File: src/common/dma_seq_pkg.sv
/*
  Constants, register map and state type used by the four-channel DMA
  transfer sequencer; its priority arbiter takes none of them.
  Assumes an 8-bit register port with a 4-bit register index.
*/
// Summary of operation
// RL1: Enabled channel request raises hold_request.
// RL2: Wait hold_acknowledge, then drive channel acknowledge low.
// RL3: Acknowledge low frames read/write strobes for byte.
// RL4: After transfer: acknowledge high, hold_request low.
// RL5: Peripheral drops request before fourth transfer state.
// RL6: Sample requests each fourth state, no switch cost.
// RL7: Higher request pre-empts lower burst, lower resumes.
// RL8: hold_request stays high while any request remains.
// RL9: Hold acknowledge withdrawn: finish, drop hold, idle.
// RL10: Requests still active: reassert hold third cycle.
// RL11: Ready low in state three inserts waits.
// RL12: Four clocks per byte without wait states.
// RL13: Count top bits: verify, write, read types.
// RL14: Software loads count as bytes minus one.
// RL15: Memory-mapped wiring swaps read and write bits.
// RL16: Memory-mapped system crosses control line wiring.
// RL17: Count-end flag sticky until status read.
// RL18: Byte toggle flips per access, cleared by mode.
// RL19: Reset leaves hold low, acknowledges high, idle.
package dma_seq_pkg;

  localparam int NUM_CH = 4;
  localparam int DATA_W = 8;
  localparam int REG_AW = 4;

  // Register index map: channel n address at 2n, count at 2n+1
  localparam logic [3:0] OFF_MODE = 4'h8;
  localparam logic [3:0] OFF_STATUS = 4'h8;
  localparam logic [3:0] OFF_MASK = 4'h9;

  // Mode register fields
  localparam int MODE_EN_LSB = 0;
  localparam int MODE_ROT_EN = 4;
  localparam int MODE_EARLY_WR = 5;
  localparam int MODE_STOP_END = 6;
  localparam int MODE_AUTO_LOAD = 7;

  // Status register fields
  localparam int STAT_END_LSB = 0;
  localparam int STAT_UP = 4;

  // Count register fields
  localparam int CNT_W = 14;
  localparam int CNT_WR_BIT = 14;
  localparam int CNT_RD_BIT = 15;

  // Cycle type, written as {read bit, write bit}
  localparam logic [1:0] CYC_VERIFY = 2'h0;
  localparam logic [1:0] CYC_WRITE = 2'h1;
  localparam logic [1:0] CYC_READ = 2'h2;

  // Auto load copies the spare channel into the reloaded one
  localparam logic [1:0] RELOAD_CH = 2'h2;
  localparam logic [1:0] SPARE_CH = 2'h3;

  localparam logic [7:0] MODE_RST = 8'h00;
  localparam logic [3:0] MASK_RST = 4'h0;
  localparam logic [15:0] CH_ADDR_RST = 16'h0000;
  localparam logic [15:0] CH_CNT_RST = 16'h0000;

  // Idle cycles after an override before hold is raised again
  localparam logic [1:0] OVR_GAP_CYC = 2'h2;

  typedef enum logic [2:0] {
    st_idle,
    st_t0,
    st_t1,
    st_t2,
    st_t3,
    st_wait,
    st_fourth_transfer_state,
    st_ovr
  } state_t;

endpackage : dma_seq_pkg

File: src/common/arb_if.sv
/*
  Carrier between the sequencer and its channel priority arbiter.
  Assumes both ends run on the same clock.
*/
`timescale 1ns/1ps
interface arb_if;
  logic [3:0] req;
  logic rot_en;
  logic advance;
  logic valid;
  logic [1:0] ch;

  modport arb (input req, input rot_en, input advance,
               output valid, output ch);
  modport user (output req, output rot_en, output advance,
                input valid, input ch);
endinterface : arb_if

File: src/logic/dma_priority_arbiter.sv
/*
  Channel priority arbiter: fixed order with channel 0 highest, or
  rotating order where the last served channel drops to lowest.
  Assumes requests are already qualified by the channel enables.
*/
`timescale 1ns/1ps
module dma_priority_arbiter (
  input wire logic ref_clk,
  input wire logic rst,
  arb_if.arb bus
);

  logic [1:0] last_r;
  logic [1:0] base;

  assign base = bus.rot_en ? 2'(last_r + 2'h1) : 2'h0;

  // Lowest offset from the base wins, so the loop runs downward
  always_comb begin
    logic [1:0] idx;
    idx = 2'h0;
    bus.valid = 1'b0;
    bus.ch = 2'h0;
    for (int i = 3; i >= 0; i--) begin
      idx = 2'(base + 2'(i));
      if (bus.req[idx]) begin
        bus.valid = 1'b1;
        bus.ch = idx;
      end
    end
  end

  always_ff @(posedge ref_clk) begin
    if (rst) begin
      last_r <= 2'h3;
    end else if (bus.advance) begin
      last_r <= bus.ch;
    end
  end

endmodule : dma_priority_arbiter

File: src/logic/dma_transfer_sequencer.sv
/*
  Four-channel byte DMA transfer sequencer: channel registers, mode,
  status and mask registers, bus hold handshake, transfer state machine,
  strobe generation and count-end interrupt.
  Assumes all inputs are synchronous to ref_clk and that software does
  not reprogram a channel while it is being served.
*/
// The address-and-strobe port and the register addresses were decided locally.
`timescale 1ns/1ps
module dma_transfer_sequencer (
  input wire logic ref_clk,
  input wire logic rst,
  input wire logic [3:0] reg_addr,
  input wire logic [7:0] reg_wdata,
  input wire logic reg_wr,
  input wire logic reg_rd,
  output logic [7:0] reg_rdata,
  input wire logic [3:0] dma_request,
  output logic [3:0] dma_acknowledge_n,
  output logic hold_request,
  input wire logic hold_acknowledge,
  input wire logic ready,
  output logic mem_rd_n,
  output logic mem_wr_n,
  output logic io_rd_n,
  output logic io_wr_n,
  output logic [15:0] dma_addr,
  output logic addr_valid,
  output logic count_end,
  output logic irq
);

  localparam int NCH = dma_seq_pkg::NUM_CH;

  logic [15:0] ch_addr_r [NCH];
  logic [15:0] ch_cnt_r [NCH];
  logic [7:0] mode_r;
  logic [3:0] mask_r;
  logic [3:0] end_flags_r;
  logic up_r;
  logic byte_hi_r;
  logic hold_r;
  logic hold_nxt;
  logic [1:0] cur_ch_r;
  logic [1:0] cur_ch_nxt;
  logic [1:0] ovr_cnt_r;
  logic [1:0] ovr_cnt_nxt;
  logic [7:0] rdata_r;
  dma_seq_pkg::state_t state_r;
  dma_seq_pkg::state_t state_nxt;

  // Decode and selection nets
  logic ch_acc;
  logic [1:0] ch_idx;
  logic cnt_sel;
  logic mode_wr;
  logic mask_wr;
  logic stat_rd;
  logic ch_touch;
  logic [3:0] chan_en;
  logic [15:0] cur_cnt;
  logic [1:0] cyc_type;
  logic in_fourth;
  logic end_hit;
  logic [3:0] end_onehot;
  logic [3:0] stop_mask;
  logic reload;
  logic [3:0] req_live;
  logic any_req;
  logic grant_take;
  logic ack_phase;
  logic rd_phase;
  logic wr_phase;
  logic is_write;
  logic is_read;
  logic [15:0] rd_word;
  logic [7:0] rd_byte;
  logic [7:0] status_val;
  logic [7:0] rd_mux;

  arb_if arb ();

  dma_priority_arbiter u_arb (
    .ref_clk(ref_clk),
    .rst(rst),
    .bus(arb.arb)
  );

  // Register port decode
  assign ch_acc = (reg_addr[3] == 1'b0);
  assign ch_idx = reg_addr[2:1];
  assign cnt_sel = reg_addr[0];
  assign mode_wr = reg_wr && (reg_addr == dma_seq_pkg::OFF_MODE);
  assign mask_wr = reg_wr && (reg_addr == dma_seq_pkg::OFF_MASK);
  assign stat_rd = reg_rd && (reg_addr == dma_seq_pkg::OFF_STATUS);
  assign ch_touch = (reg_wr || reg_rd) && ch_acc;

  // Transfer decode
  assign chan_en = mode_r[dma_seq_pkg::MODE_EN_LSB +: 4];
  assign cur_cnt = ch_cnt_r[cur_ch_r];
  assign cyc_type =
    {cur_cnt[dma_seq_pkg::CNT_RD_BIT], cur_cnt[dma_seq_pkg::CNT_WR_BIT]};
  assign in_fourth = (state_r == dma_seq_pkg::st_fourth_transfer_state);
  // Zero in the count field marks the last byte of the block [RL14]
  assign end_hit =
    in_fourth && (cur_cnt[dma_seq_pkg::CNT_W-1:0] == 14'h0000); // [RL17]
  assign end_onehot = end_hit ? 4'(4'h1 << cur_ch_r) : 4'h0;
  assign stop_mask = mode_r[dma_seq_pkg::MODE_STOP_END] ? end_onehot : 4'h0;
  assign reload = end_hit && mode_r[dma_seq_pkg::MODE_AUTO_LOAD] &&
                  (cur_ch_r == dma_seq_pkg::RELOAD_CH);
  // A channel that just stopped on count end must not be granted again
  assign req_live = dma_request & chan_en & ~stop_mask; // [RL1]
  assign any_req = |req_live;
  assign grant_take =
    hold_acknowledge && arb.valid &&
    ((state_r == dma_seq_pkg::st_t0) || in_fourth);

  assign arb.req = req_live;
  assign arb.rot_en = mode_r[dma_seq_pkg::MODE_ROT_EN];
  assign arb.advance = grant_take;

  // Strobe phases; early write opens the write strobe one state sooner
  assign ack_phase =
    (state_r == dma_seq_pkg::st_t1) || (state_r == dma_seq_pkg::st_t2) ||
    (state_r == dma_seq_pkg::st_t3) || (state_r == dma_seq_pkg::st_wait) ||
    in_fourth;
  assign rd_phase =
    (state_r == dma_seq_pkg::st_t2) || (state_r == dma_seq_pkg::st_t3) ||
    (state_r == dma_seq_pkg::st_wait);
  assign wr_phase =
    (state_r == dma_seq_pkg::st_t3) || (state_r == dma_seq_pkg::st_wait) ||
    ((state_r == dma_seq_pkg::st_t2) && mode_r[dma_seq_pkg::MODE_EARLY_WR]);
  // Memory-mapped systems program the bits swapped; wiring does the rest
  assign is_write = (cyc_type == dma_seq_pkg::CYC_WRITE); // [RL13] [RL15]
  assign is_read = (cyc_type == dma_seq_pkg::CYC_READ); // [RL13]

  // Write cycle moves peripheral to memory, read cycle memory to peripheral
  assign io_rd_n = ~(rd_phase && is_write); // [RL3] [RL16]
  assign mem_wr_n = ~(wr_phase && is_write); // [RL3]
  assign mem_rd_n = ~(rd_phase && is_read); // [RL3]
  assign io_wr_n = ~(wr_phase && is_read); // [RL3]
  // Verify and the illegal code run the states with no strobe at all

  // Acknowledge is the peripheral's chip select for the whole transfer
  assign dma_acknowledge_n =
    ack_phase ? ~(4'(4'h1 << cur_ch_r)) : 4'hf; // [RL2] [RL3] [RL4]
  assign addr_valid = ack_phase;
  assign dma_addr = ch_addr_r[cur_ch_r];
  assign count_end = end_hit;
  assign hold_request = hold_r;
  assign reg_rdata = rdata_r;
  assign irq = |(end_flags_r & mask_r);

  // Transfer state machine
  always_comb begin
    state_nxt = state_r;
    hold_nxt = hold_r;
    cur_ch_nxt = cur_ch_r;
    ovr_cnt_nxt = ovr_cnt_r;
    unique case (state_r)
      dma_seq_pkg::st_idle: begin
        if (any_req) begin
          hold_nxt = 1'b1; // [RL1]
          state_nxt = dma_seq_pkg::st_t0;
        end
      end
      dma_seq_pkg::st_t0: begin
        if (!any_req) begin
          hold_nxt = 1'b0;
          state_nxt = dma_seq_pkg::st_idle;
        end else if (hold_acknowledge) begin
          cur_ch_nxt = arb.ch; // [RL2]
          state_nxt = dma_seq_pkg::st_t1;
        end
      end
      dma_seq_pkg::st_t1: begin
        state_nxt = dma_seq_pkg::st_t2; // [RL12]
      end
      dma_seq_pkg::st_t2: begin
        state_nxt = dma_seq_pkg::st_t3; // [RL12]
      end
      dma_seq_pkg::st_t3: begin
        if (ready) begin
          state_nxt = dma_seq_pkg::st_fourth_transfer_state; // [RL11]
        end else begin
          state_nxt = dma_seq_pkg::st_wait; // [RL11]
        end
      end
      dma_seq_pkg::st_wait: begin
        if (ready) begin
          state_nxt = dma_seq_pkg::st_fourth_transfer_state; // [RL11]
        end
      end
      dma_seq_pkg::st_fourth_transfer_state: begin
        // Requests still high here cause another transfer [RL5]
        if (!hold_acknowledge) begin
          hold_nxt = 1'b0; // [RL9]
          ovr_cnt_nxt = 2'h0;
          state_nxt = dma_seq_pkg::st_ovr; // [RL9]
        end else if (arb.valid) begin
          // Straight into the next transfer, no idle state [RL6] [RL7]
          cur_ch_nxt = arb.ch; // [RL6] [RL7]
          state_nxt = dma_seq_pkg::st_t1; // [RL8] [RL12]
        end else begin
          hold_nxt = 1'b0; // [RL4] [RL8]
          state_nxt = dma_seq_pkg::st_idle; // [RL4]
        end
      end
      dma_seq_pkg::st_ovr: begin
        if (ovr_cnt_r == 2'(dma_seq_pkg::OVR_GAP_CYC - 2'h1)) begin
          if (any_req) begin
            hold_nxt = 1'b1; // [RL10]
            state_nxt = dma_seq_pkg::st_t0; // [RL10]
          end else begin
            state_nxt = dma_seq_pkg::st_idle;
          end
        end else begin
          ovr_cnt_nxt = 2'(ovr_cnt_r + 2'h1);
        end
      end
    endcase
  end

  always_ff @(posedge ref_clk) begin
    if (rst) begin
      state_r <= dma_seq_pkg::st_idle; // [RL19]
      hold_r <= 1'b0; // [RL19]
      cur_ch_r <= 2'h0;
      ovr_cnt_r <= 2'h0;
    end else begin
      state_r <= state_nxt;
      hold_r <= hold_nxt;
      cur_ch_r <= cur_ch_nxt;
      ovr_cnt_r <= ovr_cnt_nxt;
    end
  end

  // Channel address and count registers
  for (genvar c = 0; c < NCH; c++) begin : g_ch
    wire logic wr_this = reg_wr && ch_acc && (ch_idx == 2'(c));
    wire logic run_this = in_fourth && (cur_ch_r == 2'(c));
    wire logic reload_this = reload && (2'(c) == dma_seq_pkg::RELOAD_CH);

    always_ff @(posedge ref_clk) begin
      if (rst) begin
        ch_addr_r[c] <= dma_seq_pkg::CH_ADDR_RST;
        ch_cnt_r[c] <= dma_seq_pkg::CH_CNT_RST;
      end else if (wr_this) begin
        // Software writes win; reprogramming a live channel is unsafe
        if (cnt_sel && byte_hi_r) begin
          ch_cnt_r[c][15:8] <= reg_wdata; // [RL18]
        end else if (cnt_sel) begin
          ch_cnt_r[c][7:0] <= reg_wdata; // [RL18]
        end else if (byte_hi_r) begin
          ch_addr_r[c][15:8] <= reg_wdata; // [RL18]
        end else begin
          ch_addr_r[c][7:0] <= reg_wdata; // [RL18]
        end
      end else if (reload_this) begin
        ch_addr_r[c] <= ch_addr_r[dma_seq_pkg::SPARE_CH];
        ch_cnt_r[c] <= ch_cnt_r[dma_seq_pkg::SPARE_CH];
      end else if (run_this) begin
        ch_addr_r[c] <= 16'(ch_addr_r[c] + 16'h0001);
        ch_cnt_r[c][dma_seq_pkg::CNT_W-1:0] <=
          14'(ch_cnt_r[c][dma_seq_pkg::CNT_W-1:0] - 14'h0001);
      end
    end
  end

  // Mode register and count-end stop
  always_ff @(posedge ref_clk) begin
    if (rst) begin
      mode_r <= dma_seq_pkg::MODE_RST;
    end else if (mode_wr) begin
      // Software beats a count-end stop falling in the same cycle
      mode_r <= reg_wdata;
    end else begin
      // Count-end stop clears the enable bit of the finished channel
      mode_r[dma_seq_pkg::MODE_EN_LSB +: 4] <= chan_en & ~stop_mask;
    end
  end

  always_ff @(posedge ref_clk) begin
    if (rst) begin
      mask_r <= dma_seq_pkg::MASK_RST;
    end else if (mask_wr) begin
      mask_r <= reg_wdata[3:0];
    end
  end

  // Flags clear only on a status read, never on a register write
  always_ff @(posedge ref_clk) begin
    if (rst) begin
      end_flags_r <= 4'h0; // [RL17]
    end else begin
      // A count end in the read cycle survives the clear [RL17]
      end_flags_r <= (stat_rd ? 4'h0 : end_flags_r) | end_onehot; // [RL17]
    end
  end

  // Update flag: set by auto load, cleared when the reloaded block runs
  always_ff @(posedge ref_clk) begin
    if (rst) begin
      up_r <= 1'b0;
    end else if (reload) begin
      up_r <= 1'b1;
    end else if (mode_wr && !reg_wdata[dma_seq_pkg::MODE_AUTO_LOAD]) begin
      up_r <= 1'b0;
    end else if (in_fourth && (cur_ch_r == dma_seq_pkg::RELOAD_CH)) begin
      up_r <= 1'b0;
    end
  end

  // Pairs of byte accesses must not be split or the toggle desyncs
  always_ff @(posedge ref_clk) begin
    if (rst) begin
      byte_hi_r <= 1'b0; // [RL18]
    end else if (mode_wr) begin
      byte_hi_r <= 1'b0; // [RL18]
    end else if (ch_touch) begin
      byte_hi_r <= ~byte_hi_r; // [RL18]
    end
  end

  // Read data, valid only in the cycle after the read strobe
  assign rd_word = cnt_sel ? ch_cnt_r[ch_idx] : ch_addr_r[ch_idx];
  assign rd_byte = byte_hi_r ? rd_word[15:8] : rd_word[7:0];
  assign status_val = {3'h0, up_r, end_flags_r};
  assign rd_mux =
    ch_acc ? rd_byte :
    (reg_addr == dma_seq_pkg::OFF_STATUS) ? status_val :
    (reg_addr == dma_seq_pkg::OFF_MASK) ? {4'h0, mask_r} : 8'h00;

  // Idle read data is zero so a stale byte never looks like an answer
  always_ff @(posedge ref_clk) begin
    if (rst) begin
      rdata_r <= 8'h00;
    end else begin
      rdata_r <= reg_rd ? rd_mux : 8'h00;
    end
  end

endmodule : dma_transfer_sequencer

File: config.mk
export PLATFORM = sky130hd
export DESIGN_NAME = dma_transfer_sequencer
export DESIGN_NICKNAME = d
export VERILOG_FILES = /design/src/common/dma_seq_pkg.sv /design/src/common/arb_if.sv /design/src/logic/dma_priority_arbiter.sv /design/src/logic/dma_transfer_sequencer.sv
export SDC_FILE = /design/constraint.sdc
export NUM_CORES = 1
export LEC_CHECK = 0
export BUFFER_PORTS_ARGS = -buffer_cell sky130_fd_sc_hd__buf_2
export CELL_PAD_IN_SITES_DETAIL_PLACEMENT = 2
export CELL_PAD_IN_SITES_GLOBAL_PLACEMENT = 2
export CORE_MARGIN = 1
export CORE_UTILIZATION = 37
export DETAILED_ROUTE_END_ITERATION = 8
export PLACE_DENSITY_LB_ADDON = 0.3
export SYNTH_ARGS = -nofsm -noshare
export SYNTH_HDL_FRONTEND = slang
export SYNTH_HIERARCHICAL = 1
export SYNTH_SLANG_ARGS = --single-unit
File: constraint.sdc
create_clock -name ref_clk -period 3.4 [get_ports ref_clk]
set_clock_uncertainty 0.05 [all_clocks]
set_input_delay 0.34 -clock ref_clk [delete_from_list [all_inputs] [get_ports ref_clk]]
set_output_delay 0.34 -clock ref_clk [all_outputs]
set_load 0.01 [all_outputs]
# [Word level (Yosys, flattened, before mapping)]
# Memories as Yosys holds them, arrays and structs flattened. A register that Yosys moved wholly into a read port is not among the register bits.
# Index checks and enable logic that the tools add are counted.
[totals] ff_bits=36 ram_bits=128 in_bits=22 out_inout_bits=36 mem_count=2
[memory_table] name="ch_addr_r" depth=4 word_bits=16 rd=6 rd_ports_with_merged_regs=1 wr=4 line_no="dma_transfer_sequencer.sv:35" text="logic [15:0] ch_addr_r [NCH];"
[memory_table] name="ch_cnt_r" depth=4 word_bits=16 rd=6 rd_ports_with_merged_regs=1 wr=4 line_no="dma_transfer_sequencer.sv:36" text="logic [15:0] ch_cnt_r [NCH];"
[op_classes] addsub=13 n_lt_le_gt_ge=4 n_eq_ne=30 n_shift=1 mux=174 bitwise_logic=50 n_reduce_logical=52
[op_table] cell="two-way mux 8 bit" count=34
[op_table] cell="two-way mux 1 bit" count=97
[op_table] cell="adder 16 x 1 -> 16 bit (second input constant)" count=4
[op_table] cell="subtractor 14 x 1 -> 14 bit (second input constant)" count=4
[op_table] cell="OR 1 bit" count=36
[op_table] cell="two-way mux 2 bit" count=17
[op_table] cell="logical AND 1 bit" count=25
[op_table] cell="two-way mux 4 bit" count=6
[op_table] cell="two-way mux 6 bit" count=4
[op_table] cell="one-hot mux 3 bit (8 select lines)" count=1
[op_table] cell="two-way mux 3 bit" count=6
[op_table] cell="!= test 2 bit (second input constant)" count=9
[op_table] cell="bitwise AND 4 bit" count=4
[op_table] cell="two-way mux 16 bit" count=1
[op_table] cell="zero test 14 bit" count=1
[op_table] cell="equality test 3 bit (second input constant)" count=4
[op_table] cell="less-than comparator 2 x 3 -> 1 bit (second input constant)" count=4
[op_table] cell="equality test 2 bit (second input constant)" count=5
[op_table] cell="logical OR 1 bit" count=10
[op_table] cell="binary-select mux 1 bit (select 2 bit)" count=4
[op_table] cell="equality test 2 x 1 -> 1 bit (second input constant)" count=4
[op_table] cell="equality test 4 bit (second input constant)" count=2
[op_table] cell="NOT 4 bit" count=2
[op_table] cell="one-hot mux 2 bit (2 select lines)" count=2
[op_table] cell="22 further kinds" count=38

# [Logic depth before layout (Yosys ltp)]
# Gate-level depths: netlist of the first run.
[depth] ltp_word=17 ltp_mapped=13

# [Hierarchy]
# Netlist of the first run, hierarchy kept.
[modules_own_cells] mod="dma_transfer_sequencer" n_inst=1 cells_per_inst=1090 area_per_inst_um2=10716.5
[modules_own_cells] mod="dma_priority_arbiter" n_inst=1 cells_per_inst=53 area_per_inst_um2=406.6

# [Worst setup path before layout of the first run]
# Ideal clock, no wire load.
[synth_path] kind="register -> register" start="memory ch_cnt_r[0][8]" end="register with a tool-made name" t_arrival_ns=3.275 required_ns=3.222 setup_slack_ns=-0.052 stages_incl_launch_ff=13 n_path_buf=0 path_cell_list="edfxtp_1 -> or4_4 -> or4_1 -> nor2_2 -> o21bai_2 -> a21oi_2 -> a31oi_1 -> nor2_1 -> nand2_1 -> and2_1 -> o21ai_0 -> mux2i_1 -> nor2_1"
[synth_rtl] item="start, declared" line_no="dma_transfer_sequencer.sv:36"

==> metrics.cfg, run 1 <==
[critical_path]
crit_type = reg2reg
start_kind = register
cp_data_required_time_ns = 3.67
cp_max_fo = 5
crit_arrival_ns = 3.77
cp-end-kind = register

[synth]
muxShareOfSynthArea = 0.130
yosysWarnings = 6
ys_ff_latch = 166
synthAdderAreaFrac = 0.0135
synth-edff-count = 128
syn_avg_cell_area_um2 = 9.73
seq_area_frac_synth = 0.414
synthFlopType = edfxtp_1
synth_top_family_by_area = simple AND/OR/NAND/NOR gates
ys_types = 71
synth.area.top_cells = edfxtp_1 (35%), mux4_2 (12%), dfxtp_1 (6.8%)
synth_top_area_share = 0.346
synth_nets = 1177
syn-cell-area_mm2 = 0.0111
synth_xor_xnor_area_share = 0.0772
yosysTopAreaCell = edfxtp_1
synthArstFlopShare = 0
synth-compound-area-share = 0.136
synth_cells = 1143
synth-simple-area-share = 0.200

[sta]
drv_slew = 0
maxSlewHeadroom = 0.168
worstMarginPinSlew_ns = 1.23
timing.hold.ws_ns = 0.211
max_freq_ghz = 0.286
period_share = 1.03
hold_viol_final = 0
timing.final.ws_setup_ns = -0.0974
setup_viol = 6
rsz0062_at_grt = true
fin_crit_ns = 3.50

[routing]
first_pass_iters = 9
drt_iter0_markers = 951
vias_per_cell = 6.15
wirelength_mm = 45.8
wl_per_cell_um = 27.8
drc = 1
vias = 10131
ant_nets = 0

[cts]
cts_buffers = 17
cts_sinks = 166
cts_buffer_depth = 2
cts_tree = built
cts-htree-levels = 4
clk_latency_ns = 0.45
cts_root_buffer = clkbuf_16
clk_pin_slew_ns = 0.07

[hold_path]
hold_path_class = in2reg

[place]
gp_congestion = 0.892
hpwl_mm = 32.8
portBuffers = 57
placed_area_mm2 = 0.0122

[global_routing]
overflow = 0
grt_pass1_wl_mm = 68.5
grt.total_usage = 0.301
antenna_found_initial = 0
grt_pass1_vias = 10683
grt_max_degree = 38

[floorplan]
rows = 63
die_w_um = 175
start_util = 0.375
die_area_mm2 = 0.0308
ios = 58
dieHeight_um = 175
coreArea_mm2 = 0.0296

[layout]
drive_gt1_frac = 0.216
final_common_cell = nand2_1
n_antenna_cell = 0
final_cell_mix = nand2_1 (180), edfxtp_1 (128), o21ai_0 (105)
syn_to_final_growth_pct = 17.1
final_nets = 1278
stdcell_area_mm2 = 0.0130

[power]
leakage_uw = 0.00446
power.density_mw_per_mm2 = 380
ir_drop_uv = 366
power_uw = 4950

[flow_run]
drv_cap = 0

[status]
violations = DRC, setup timing
status = finished, violations left

worst max-delay path: stages, from the launching register on:
cell      delay, ns
edfxtp_1       0.41
or4_4          0.56
or4_4          0.45
nor2_4         0.19
o21bai_4       0.11
a21oi_4        0.16
buf_12         0.15
a31oi_4        0.11
buf_6          0.18
a22o_4         0.25
o21a_1         0.21
o21ai_2        0.16
o21ai_2        0.09
mux2i_2        0.20
nor2_1         0.08
registers in the layout, indices dropped and copies added, names as in the netlist, named ones only:
name and count:
mask_r 4, ovr_cnt_r 2, cur_ch_r 2, mode_r 8, u_arb/last_r 2, up_r 1, hold_request 1, state_r 3
ch_addr_r 64, byte_hi_r 1, end_flags_r 4, reg_rdata 8, ch_cnt_r 64
layer usage:
layer | wire (um) | track usage | up-vias
met5 | 0 | 0 | -
met2 | 22000 | 0.489 | 391
met4 | 1610 | 0.129 | 0
met3 | 2860 | 0.0323 | 84
li1 | - | - | 4426
met1 | 19300 | 0.407 | 5230
cell type report:
type	count	area, um^2
Fill cell	3224	16600
Clock buffer	19	443
Tap cell	390	488
Clock inverter	13	145
Inverter	23	86.3
Multi-Input combinational cell	896	6310
Sequential cell	166	4600
Timing Repair Buffer	140	950
worst paths after layout:
check	startpoint	cells after the start	to	slack [ns]
hold reg to reg	mode_r[5]	2	mode_r[5]	0.42
hold / removal	reg_addr[3]	2	reg_rdata[7]	0.21
setup reg to reg	ch_cnt_r[0][11]	14	register	-0.1
setup / recovery	ch_cnt_r[0][11]	14	register	-0.1
Yosys cell counts (all sizes together), types with 15 or more instances:
| library cell | n |
|---|---|
| buf | 15 |
| and3 | 20 |
| nor4 | 15 |
| nor2b | 15 |
| nand2 | 180 |
| nand3 | 39 |
| nor2 | 89 |
| nor3 | 46 |
| clkbuf | 43 |
| xor2 | 34 |
| o22ai | 15 |
| mux4 | 58 |
| a21oi | 44 |
| dfxtp | 38 |
| xnor2 | 64 |
| inv | 23 |
| o21ai | 111 |
| edfxtp | 128 |
| nand2b | 16 |
power breakdown:
| part | internal, uW | switching (uW) |
|---|---|---|
| sequential | 2250 | 112 |
| combinational | 226 | 329 |
| clock | 1110 | 922 |
| total | 3590 | 1360 |
through the flow:
step                      setup slack, ns  setup TNS (ns)  std cells   util
after floorplan                    0.0749               0       1143      -
after global placement            -0.0493          -0.186       1608  0.413
after detailed placement           -0.223          -0.964       1608  0.413
after CTS                         -0.0549         -0.0822       1642  0.436
after global routing               -0.218           -1.28       1647  0.439
final                             -0.0974          -0.317       1647  0.439
what timing repair did:
item | 4_1_cts | 5_1_grt
pin swaps | 11 | 6
hold buffers | 0 | 0
endpoints found under the setup margin | 13 | 12
buffers inserted | 2 | 6
resized for setup | 17 | 8
logic make-up after synthesis:
kind of cell / after synthesis
AO/OA/AOI/OAI: 245
flip-flops: 166
buffers and inverters: 81
multiplexers: 71
AND/OR/NAND/NOR: 470
XOR/XNOR: 98
adder cells (fa/ha/maj): 12
(Power assumes the default switching activity.)
==> inputs of run 2 (changes only) <==
--- a/config.mk
+++ b/config.mk
@@ -9,7 +9,7 @@
 export CELL_PAD_IN_SITES_DETAIL_PLACEMENT = 2
 export CELL_PAD_IN_SITES_GLOBAL_PLACEMENT = 2
 export CORE_MARGIN = 1
-export CORE_UTILIZATION = 37
+export CORE_UTILIZATION = 44
 export DETAILED_ROUTE_END_ITERATION = 8
 export PLACE_DENSITY_LB_ADDON = 0.3
 export SYNTH_ARGS = -nofsm -noshare
==> constraint.sdc (replaced) <==
create_clock -name ref_clk -period 4.28 [get_ports ref_clk]
set_clock_uncertainty 0.05 [all_clocks]
set_input_delay 0.428 -clock ref_clk [delete_from_list [all_inputs] [get_ports ref_clk]]
set_output_delay 0.428 -clock ref_clk [all_outputs]
set_load 0.01 [all_outputs]
==> run 2 against run 1 <==
  * The run now ends clean
  * Setup slack improved by 0.33 ns
  * Total power shrank 21%
  * Global-route usage grew 9.8 points
  * Clock power shrank 23%
  * Critical path depth shrank 6
  * Utilization grew 6.3 points
  * Die area down 16%
  * Non-clock buffer count shrank 59
  * Critical path type unchanged
  * Largest cell class unchanged
==> metrics.cfg, run 2 (same netlist as run 1, synthesis figures left out) <==
[place]
placed_area_mm2 = 0.0117  ; -4.1%
dp_slack_ns = 0.306  ; +0.530 ns
hpwl_mm = 33.5  ; +2.2%
gp_congestion = 0.905  ; +1.5%
portBuffers = 57  ; unchanged

[layout]
fill_cells = 2574  ; -20%
post-route-util = 0.502  ; +0.0625
final_nets = 1219  ; -4.6%
final_cell_mix = nand2_1 (180), edfxtp_1 (128), o21ai_0 (107)
drive_gt1_frac = 0.165  ; -0.0503
syn_to_final_growth_pct = 10.7
top_regs = ch_addr_r: 64 flops, ch_cnt_r: 64 flops
final_common_cell = nand2_1
stdcell_area_mm2 = 0.0123  ; -5.4%

[power]
power.density_mw_per_mm2 = 317  ; -17%
ir_drop_uv = 256  ; -30%
leakage_uw = 0.00413  ; -7.4%

[routing]
ant_nets = 0  ; unchanged
wl_per_cell_um = 33.5  ; +20%
first_pass_iters = 5  ; -4
drc = 0  ; -1
vias_per_cell = 7.08  ; +15%
drt_iter0_markers = 1288  ; +35%
vias = 10792  ; +6.5%
wirelength_mm = 51.0  ; +11%

[cts]
cts_buffer_depth = 2  ; unchanged
cts_root_buffer = clkbuf_16
post_cts_buffers = 0  ; -2
cts_tree = built
clk_pin_slew_ns = 0.08  ; about the same
cts-htree-levels = 4  ; unchanged
cts_buffers = 17  ; unchanged
cts_sinks = 166  ; unchanged
clk_latency_ns = 0.47  ; +0.02 ns
cts_hold_buf = 0  ; unchanged

[global_routing]
grt_max_degree = 36  ; -5.3%
grt_pass1_wl_mm = 75.7  ; +11%
overflow = 0  ; unchanged
antenna_found_initial = 3  ; +3
grt.total_usage = 0.399  ; +0.0985
grt_pass1_vias = 11357  ; +6.3%

[status]
status = finished, final reports clean

[floorplan]
die_w_um = 161  ; -8.2%
coreArea_mm2 = 0.0245  ; -17%
ios = 58  ; unchanged
dieHeight_um = 161  ; -8.2%
start_util = 0.453  ; +0.0781
die_area_mm2 = 0.0259  ; -16%
rows = 57  ; -9.5%

[critical_path]
ff2ff_path_depth = 8  ; -6
crit_type = reg2reg
cp-end-kind = register
start_kind = register
crit_arrival_ns = 4.20  ; +0.43 ns
cp_max_fo = 18  ; +13
cp_data_required_time_ns = 4.43  ; +0.76 ns

[sta]
period_share = 0.946  ; -0.0825
timing.hold.ws_ns = 0.314  ; +0.104 ns
worstMarginPinSlew_ns = 1.36  ; +0.130 ns
setup_viol = 0  ; -6
timing.final.ws_setup_ns = 0.230  ; +0.328 ns
rsz0062_at_grt = false
hold_viol_final = 0  ; unchanged
fin_crit_ns = 4.05  ; +0.552 ns
max_freq_ghz = 0.247  ; -14%
fin_setup_tns_ns = 0  ; +0.317 ns
maxSlewHeadroom = 0.0805  ; -0.0875
drv_slew = 0  ; unchanged

[hold_path]
hold_path_class = in2reg
hold_path_depth = 2  ; unchanged

[flow_run]
drv_cap = 0  ; unchanged

-- run 2: cell count changes in the layout (fill, tap and decap cells not counted), sizes merged --
cell,before,now
clkinv,3,5
clkinvlp,3,1
bufinv,2,0
diode,0,2
clkbuf,19,20
inv,28,30
buf,140,80
-- run 2: power by group --
part / internal, uW / leakage [uW] / total, uW / switching [uW]
registers: 1790 / 0.00162 / 1900 / 111
logic: 157 / 0.00224 / 429 / 272
clock network: 766 / 0.000269 / 1570 / 808
-- run 2: worst max-delay path: stages, from the launching register on --
cell	delay (ns)
edfxtp_1	0.51
nor4_2	0.53
nand2_1	0.29
o21ai_0	0.32
nand3_1	0.27
a21oi_4	0.38
a21o_1	0.74
nor2_1	0.19
nor4_1	0.49
-- run 2: cell type report --
class	count	area (um^2)	share of cell area
clock inverters	13	116	0.00945
multi-input cells	896	6200	0.504
clock buffers	19	433	0.0352
inverters	23	86.3	0.00701
repair buffers	81	463	0.0376
well taps	324	405	0.0329
diodes	2	5.00	0.000406
flip-flops and latches	166	4600	0.374
-- run 2: worst paths after layout --
check	from	to	slack (ns)
setup / recovery	ch_cnt_r[2][4]	ch_addr_r[2][2]	0.23
hold / removal	reg_addr[3]	reg_rdata[7]	0.31
setup reg to reg	ch_cnt_r[2][4]	ch_addr_r[2][2]	0.23
hold reg to reg	mode_r[5]	mode_r[5]	0.43
-- run 2: metal layers --
layer  track usage  vias to the layer above  part of all wire
met5             0                        -           0.00024
met4         0.226                        2             0.060
met3        0.0873                      245              0.10
met2         0.623                      756              0.46
met1         0.515                     5482              0.38
li1              -                     4307                 -
-- run 2: what timing repair did --
item                       CTS  global route
setup endpoints to repair    0             5
gates resized for setup      0             2
hold endpoints to repair     0             0
-- run 2: through the flow --
| step | power [uW] | std cells |
|---|---|---|
| final | 3900 | 1524 |
| after global routing | 3950 | 1523 |
| after CTS | 3870 | 1520 |
| after detailed placement | 2320 | 1488 |
| after global placement | 2290 | 1488 |
| after floorplan | 2120 | 1143 |
==> inputs of run 3 (changes only) <==
--- a/config.mk
+++ b/config.mk
@@ -5,13 +5,15 @@
 export SDC_FILE = /design/constraint.sdc
 export NUM_CORES = 1
 export LEC_CHECK = 0
+export ABC_AREA = 1
 export BUFFER_PORTS_ARGS = -buffer_cell sky130_fd_sc_hd__buf_2
 export CELL_PAD_IN_SITES_DETAIL_PLACEMENT = 2
 export CELL_PAD_IN_SITES_GLOBAL_PLACEMENT = 2
 export CORE_MARGIN = 1
-export CORE_UTILIZATION = 44
+export CORE_UTILIZATION = 40
 export DETAILED_ROUTE_END_ITERATION = 8
 export PLACE_DENSITY_LB_ADDON = 0.3
+export SLEW_MARGIN = 20
 export SYNTH_ARGS = -nofsm -noshare
 export SYNTH_HDL_FRONTEND = slang
 export SYNTH_HIERARCHICAL = 1
==> run 3 against run 2 <==
  * Final area up 1.9%
  * Wire length is 6.3% higher
  * Synthesized area is 2.0% higher
  * Largest cell class unchanged
  * Via count is 12% higher
  * Critical path type unchanged
  * Total power rose by 15%
==> metrics.cfg, run 3 <==
[sta]
setup_viol = 0  ; unchanged
timing.final.ws_setup_ns = 0.987  ; +0.757 ns
drv_slew = 0  ; unchanged
maxSlewHeadroom = 0.304  ; +0.224
worstMarginPinSlew_ns = 1.04  ; -0.322 ns
period_share = 0.769  ; -0.177
timing.hold.ws_ns = 0.350  ; +0.0356 ns
fin_setup_tns_ns = 0  ; unchanged
rsz0062_at_grt = false
max_freq_ghz = 0.304  ; +23%
fin_crit_ns = 3.29  ; -0.757 ns
hold_viol_final = 0  ; unchanged

[cts]
cts_root_buffer = clkbuf_16
cts_buffer_depth = 2  ; unchanged
cts_buffers = 17  ; unchanged
clk_latency_ns = 0.48  ; about the same
cts_tree = built
post_cts_buffers = 0  ; unchanged
cts_resized = 0  ; unchanged
cts_hold_buf = 0  ; unchanged
cts_sinks = 166  ; unchanged
cts-htree-levels = 4  ; unchanged
clk_pin_slew_ns = 0.08  ; about the same

[power]
leakage_uw = 0.00492  ; +19%
power.density_mw_per_mm2 = 358  ; +13%
ir_drop_uv = 246  ; -3.9%

[floorplan]
ios = 58  ; unchanged
rows = 61  ; +7.0%
die_area_mm2 = 0.0290  ; +12%
start_util = 0.407  ; -0.0461
die_w_um = 170  ; +5.9%
coreArea_mm2 = 0.0279  ; +14%
dieHeight_um = 170  ; +5.9%

[layout]
top_regs = ch_addr_r: 64 flops, ch_cnt_r: 64 flops
final_nets = 1548  ; +27%
final_common_cell = nand2_1
fill_cells = 3236  ; +26%
n_antenna_cell = 0  ; -2
final_cell_mix = nand2_1 (293), inv_1 (164), o21ai_0 (138)
drive_gt1_frac = 0.131  ; -0.0343
syn_to_final_growth_pct = 10.6
post-route-util = 0.450  ; -0.0515

[synth]
yosys.cell_count.top_type = nand2_1
yosysWarnings = 6  ; unchanged
synth_cells = 1479  ; +29%
synth.area.top_cells = edfxtp_1 (34%), nand2_1 (9.7%), dfxtp_1 (6.7%)
synthArstFlopShare = 0  ; unchanged
synthAdderAreaFrac = 0.0132  ; -0.000265
ys_types = 53  ; -25%
seq_area_frac_synth = 0.406  ; -0.00813
yosysTopAreaCell = edfxtp_1
synth-edff-count = 128  ; unchanged
syn-cell-area_mm2 = 0.0113  ; +2.0%
synth_commonest_cells = nand2_1 (293), inv_1 (164), o21ai_0 (138)
muxShareOfSynthArea = 0  ; -0.130
synth_top_family_by_area = simple AND/OR/NAND/NOR gates
synth_top_area_share = 0.339  ; -0.00678
ys_ff_latch = 166  ; unchanged
synth-compound-area-share = 0.220  ; +0.0840
synth-simple-area-share = 0.235  ; +0.0346
syn_avg_cell_area_um2 = 7.67  ; -21%
synth_xor_xnor_area_share = 0.0394  ; -0.0378
synth_nets = 1513  ; +29%
synthFlopType = edfxtp_1

[global_routing]
grt_pass1_vias = 12535  ; +10%
met2_usage = 0.609  ; -0.0142
grt.total_usage = 0.380  ; -0.0190
grtUsageMet1 = 0.500  ; -0.0144
top_usage_layer = met2
antenna_found_initial = 0  ; -3
grt_max_degree = 47  ; +31%
overflow = 0  ; unchanged
met3_usage = 0.0705  ; -0.0168
grt_pass1_wl_mm = 80.4  ; +6.3%

[critical_path]
slowest_delay_ns = 0.57  ; -0.17 ns
start_kind = register
rrSetupSlack_ns = 0.99  ; +0.76 ns
crit_path_end = ch_addr_r[2][0]
ff2ff_path_depth = 13  ; +5
cpMaxStageDelayCell = inv_2
cp_max_fo = 30  ; +12
cp-end-kind = register
path_cells = buf_4, inv_1, nand3_1, nor2_1, nand2_1, nand2_1, nand2_2, nand2_4, nand3_2, nand3_2, inv_2, o21ai_1, a221oi_1
crit_type = reg2reg
regToRegEndpoint = ch_addr_r[2][0]
crit_arrival_ns = 3.51  ; -0.69 ns
cp_data_required_time_ns = 4.50  ; +0.07 ns

[place]
portBuffers = 57  ; unchanged
dp_slack_ns = 0.812  ; +0.505 ns
hpwl_mm = 38.9  ; +16%
gp_congestion = 0.935  ; +3.3%

[hold_path]
hold_path_class = in2reg

[routing]
wl_per_cell_um = 28.5  ; -15%
drc = 0  ; unchanged
wirelength_mm = 54.2  ; +6.3%
vias = 12112  ; +12%
ant_nets = 0  ; unchanged
drt_iter0_markers = 1283  ; -0.39%
vias_per_cell = 6.36  ; -10%
first_pass_iters = 7  ; +2

[flow_run]
drv_cap = 0  ; unchanged

[status]
status = finished, final reports clean

run 3: area by class of cell:
cell class	instances	area [um^2]	share of cell area
clock buffers	18	439	0.0350
clock inverters	14	126	0.0101
inverters	194	728	0.0580
multi-input cells	1060	5760	0.459
flip-flops and latches	166	4600	0.367
well taps	378	473	0.0377
repair buffers	75	420	0.0335
run 3: routing by layer:
layer	vias up	wire [um]
met5	-	0
met4	0	2160
met3	125	4550
met2	624	24900
met1	6148	22600
li1	5215	-
run 3: critical path, delay by kind of cell (launching register included):
family	cells	cell delay, ns
simple gates	8	0.96
flops	1	0.31
buf+inv	3	1.06
compound gates	2	0.69
run 3: logic make-up (layout without fill, tap and decap cells):
family | after synthesis | after routing
compound gates | 409 | 409
xor+xnor | 51 | 51
fa+ha+maj | 12 | 12
buf+inv | 253 | 301
flops | 166 | 166
simple gates | 588 | 588
run 3: metrics by stage:
step	cells	area, um^2	power (uW)
finish	1905	12500	4490
floorplan	1479	11300	2460
global route	1905	12500	4590
global placement	1873	12000	2810
CTS	1905	12500	4460
detailed placement	1873	12000	2850
run 3: how the worst min path moves through the flow:
stage / startpoint / endpoint / slack [ns] / cells past startpoint
5_1_grt: reg_wdata[6] / ch_cnt_r[2][14] / 0.35 / 3
3_5_place_dp: end_flags_r[3] / end_flags_r[3] / 0.43 / 2
2_1_floorplan: mask_r[0] / mask_r[0] / 0.39 / 2
3_3_place_gp: end_flags_r[3] / end_flags_r[3] / 0.41 / 2
4_1_cts: reg_wdata[3] / mask_r[3] / 0.32 / 3
6_report: reg_wdata[3] / mask_r[3] / 0.35 / 3
run 3: power breakdown:
group          switching, uW  internal, uW
sequential               115          1800
combinational            684           255
clock                    840           789
total                   1640          2850
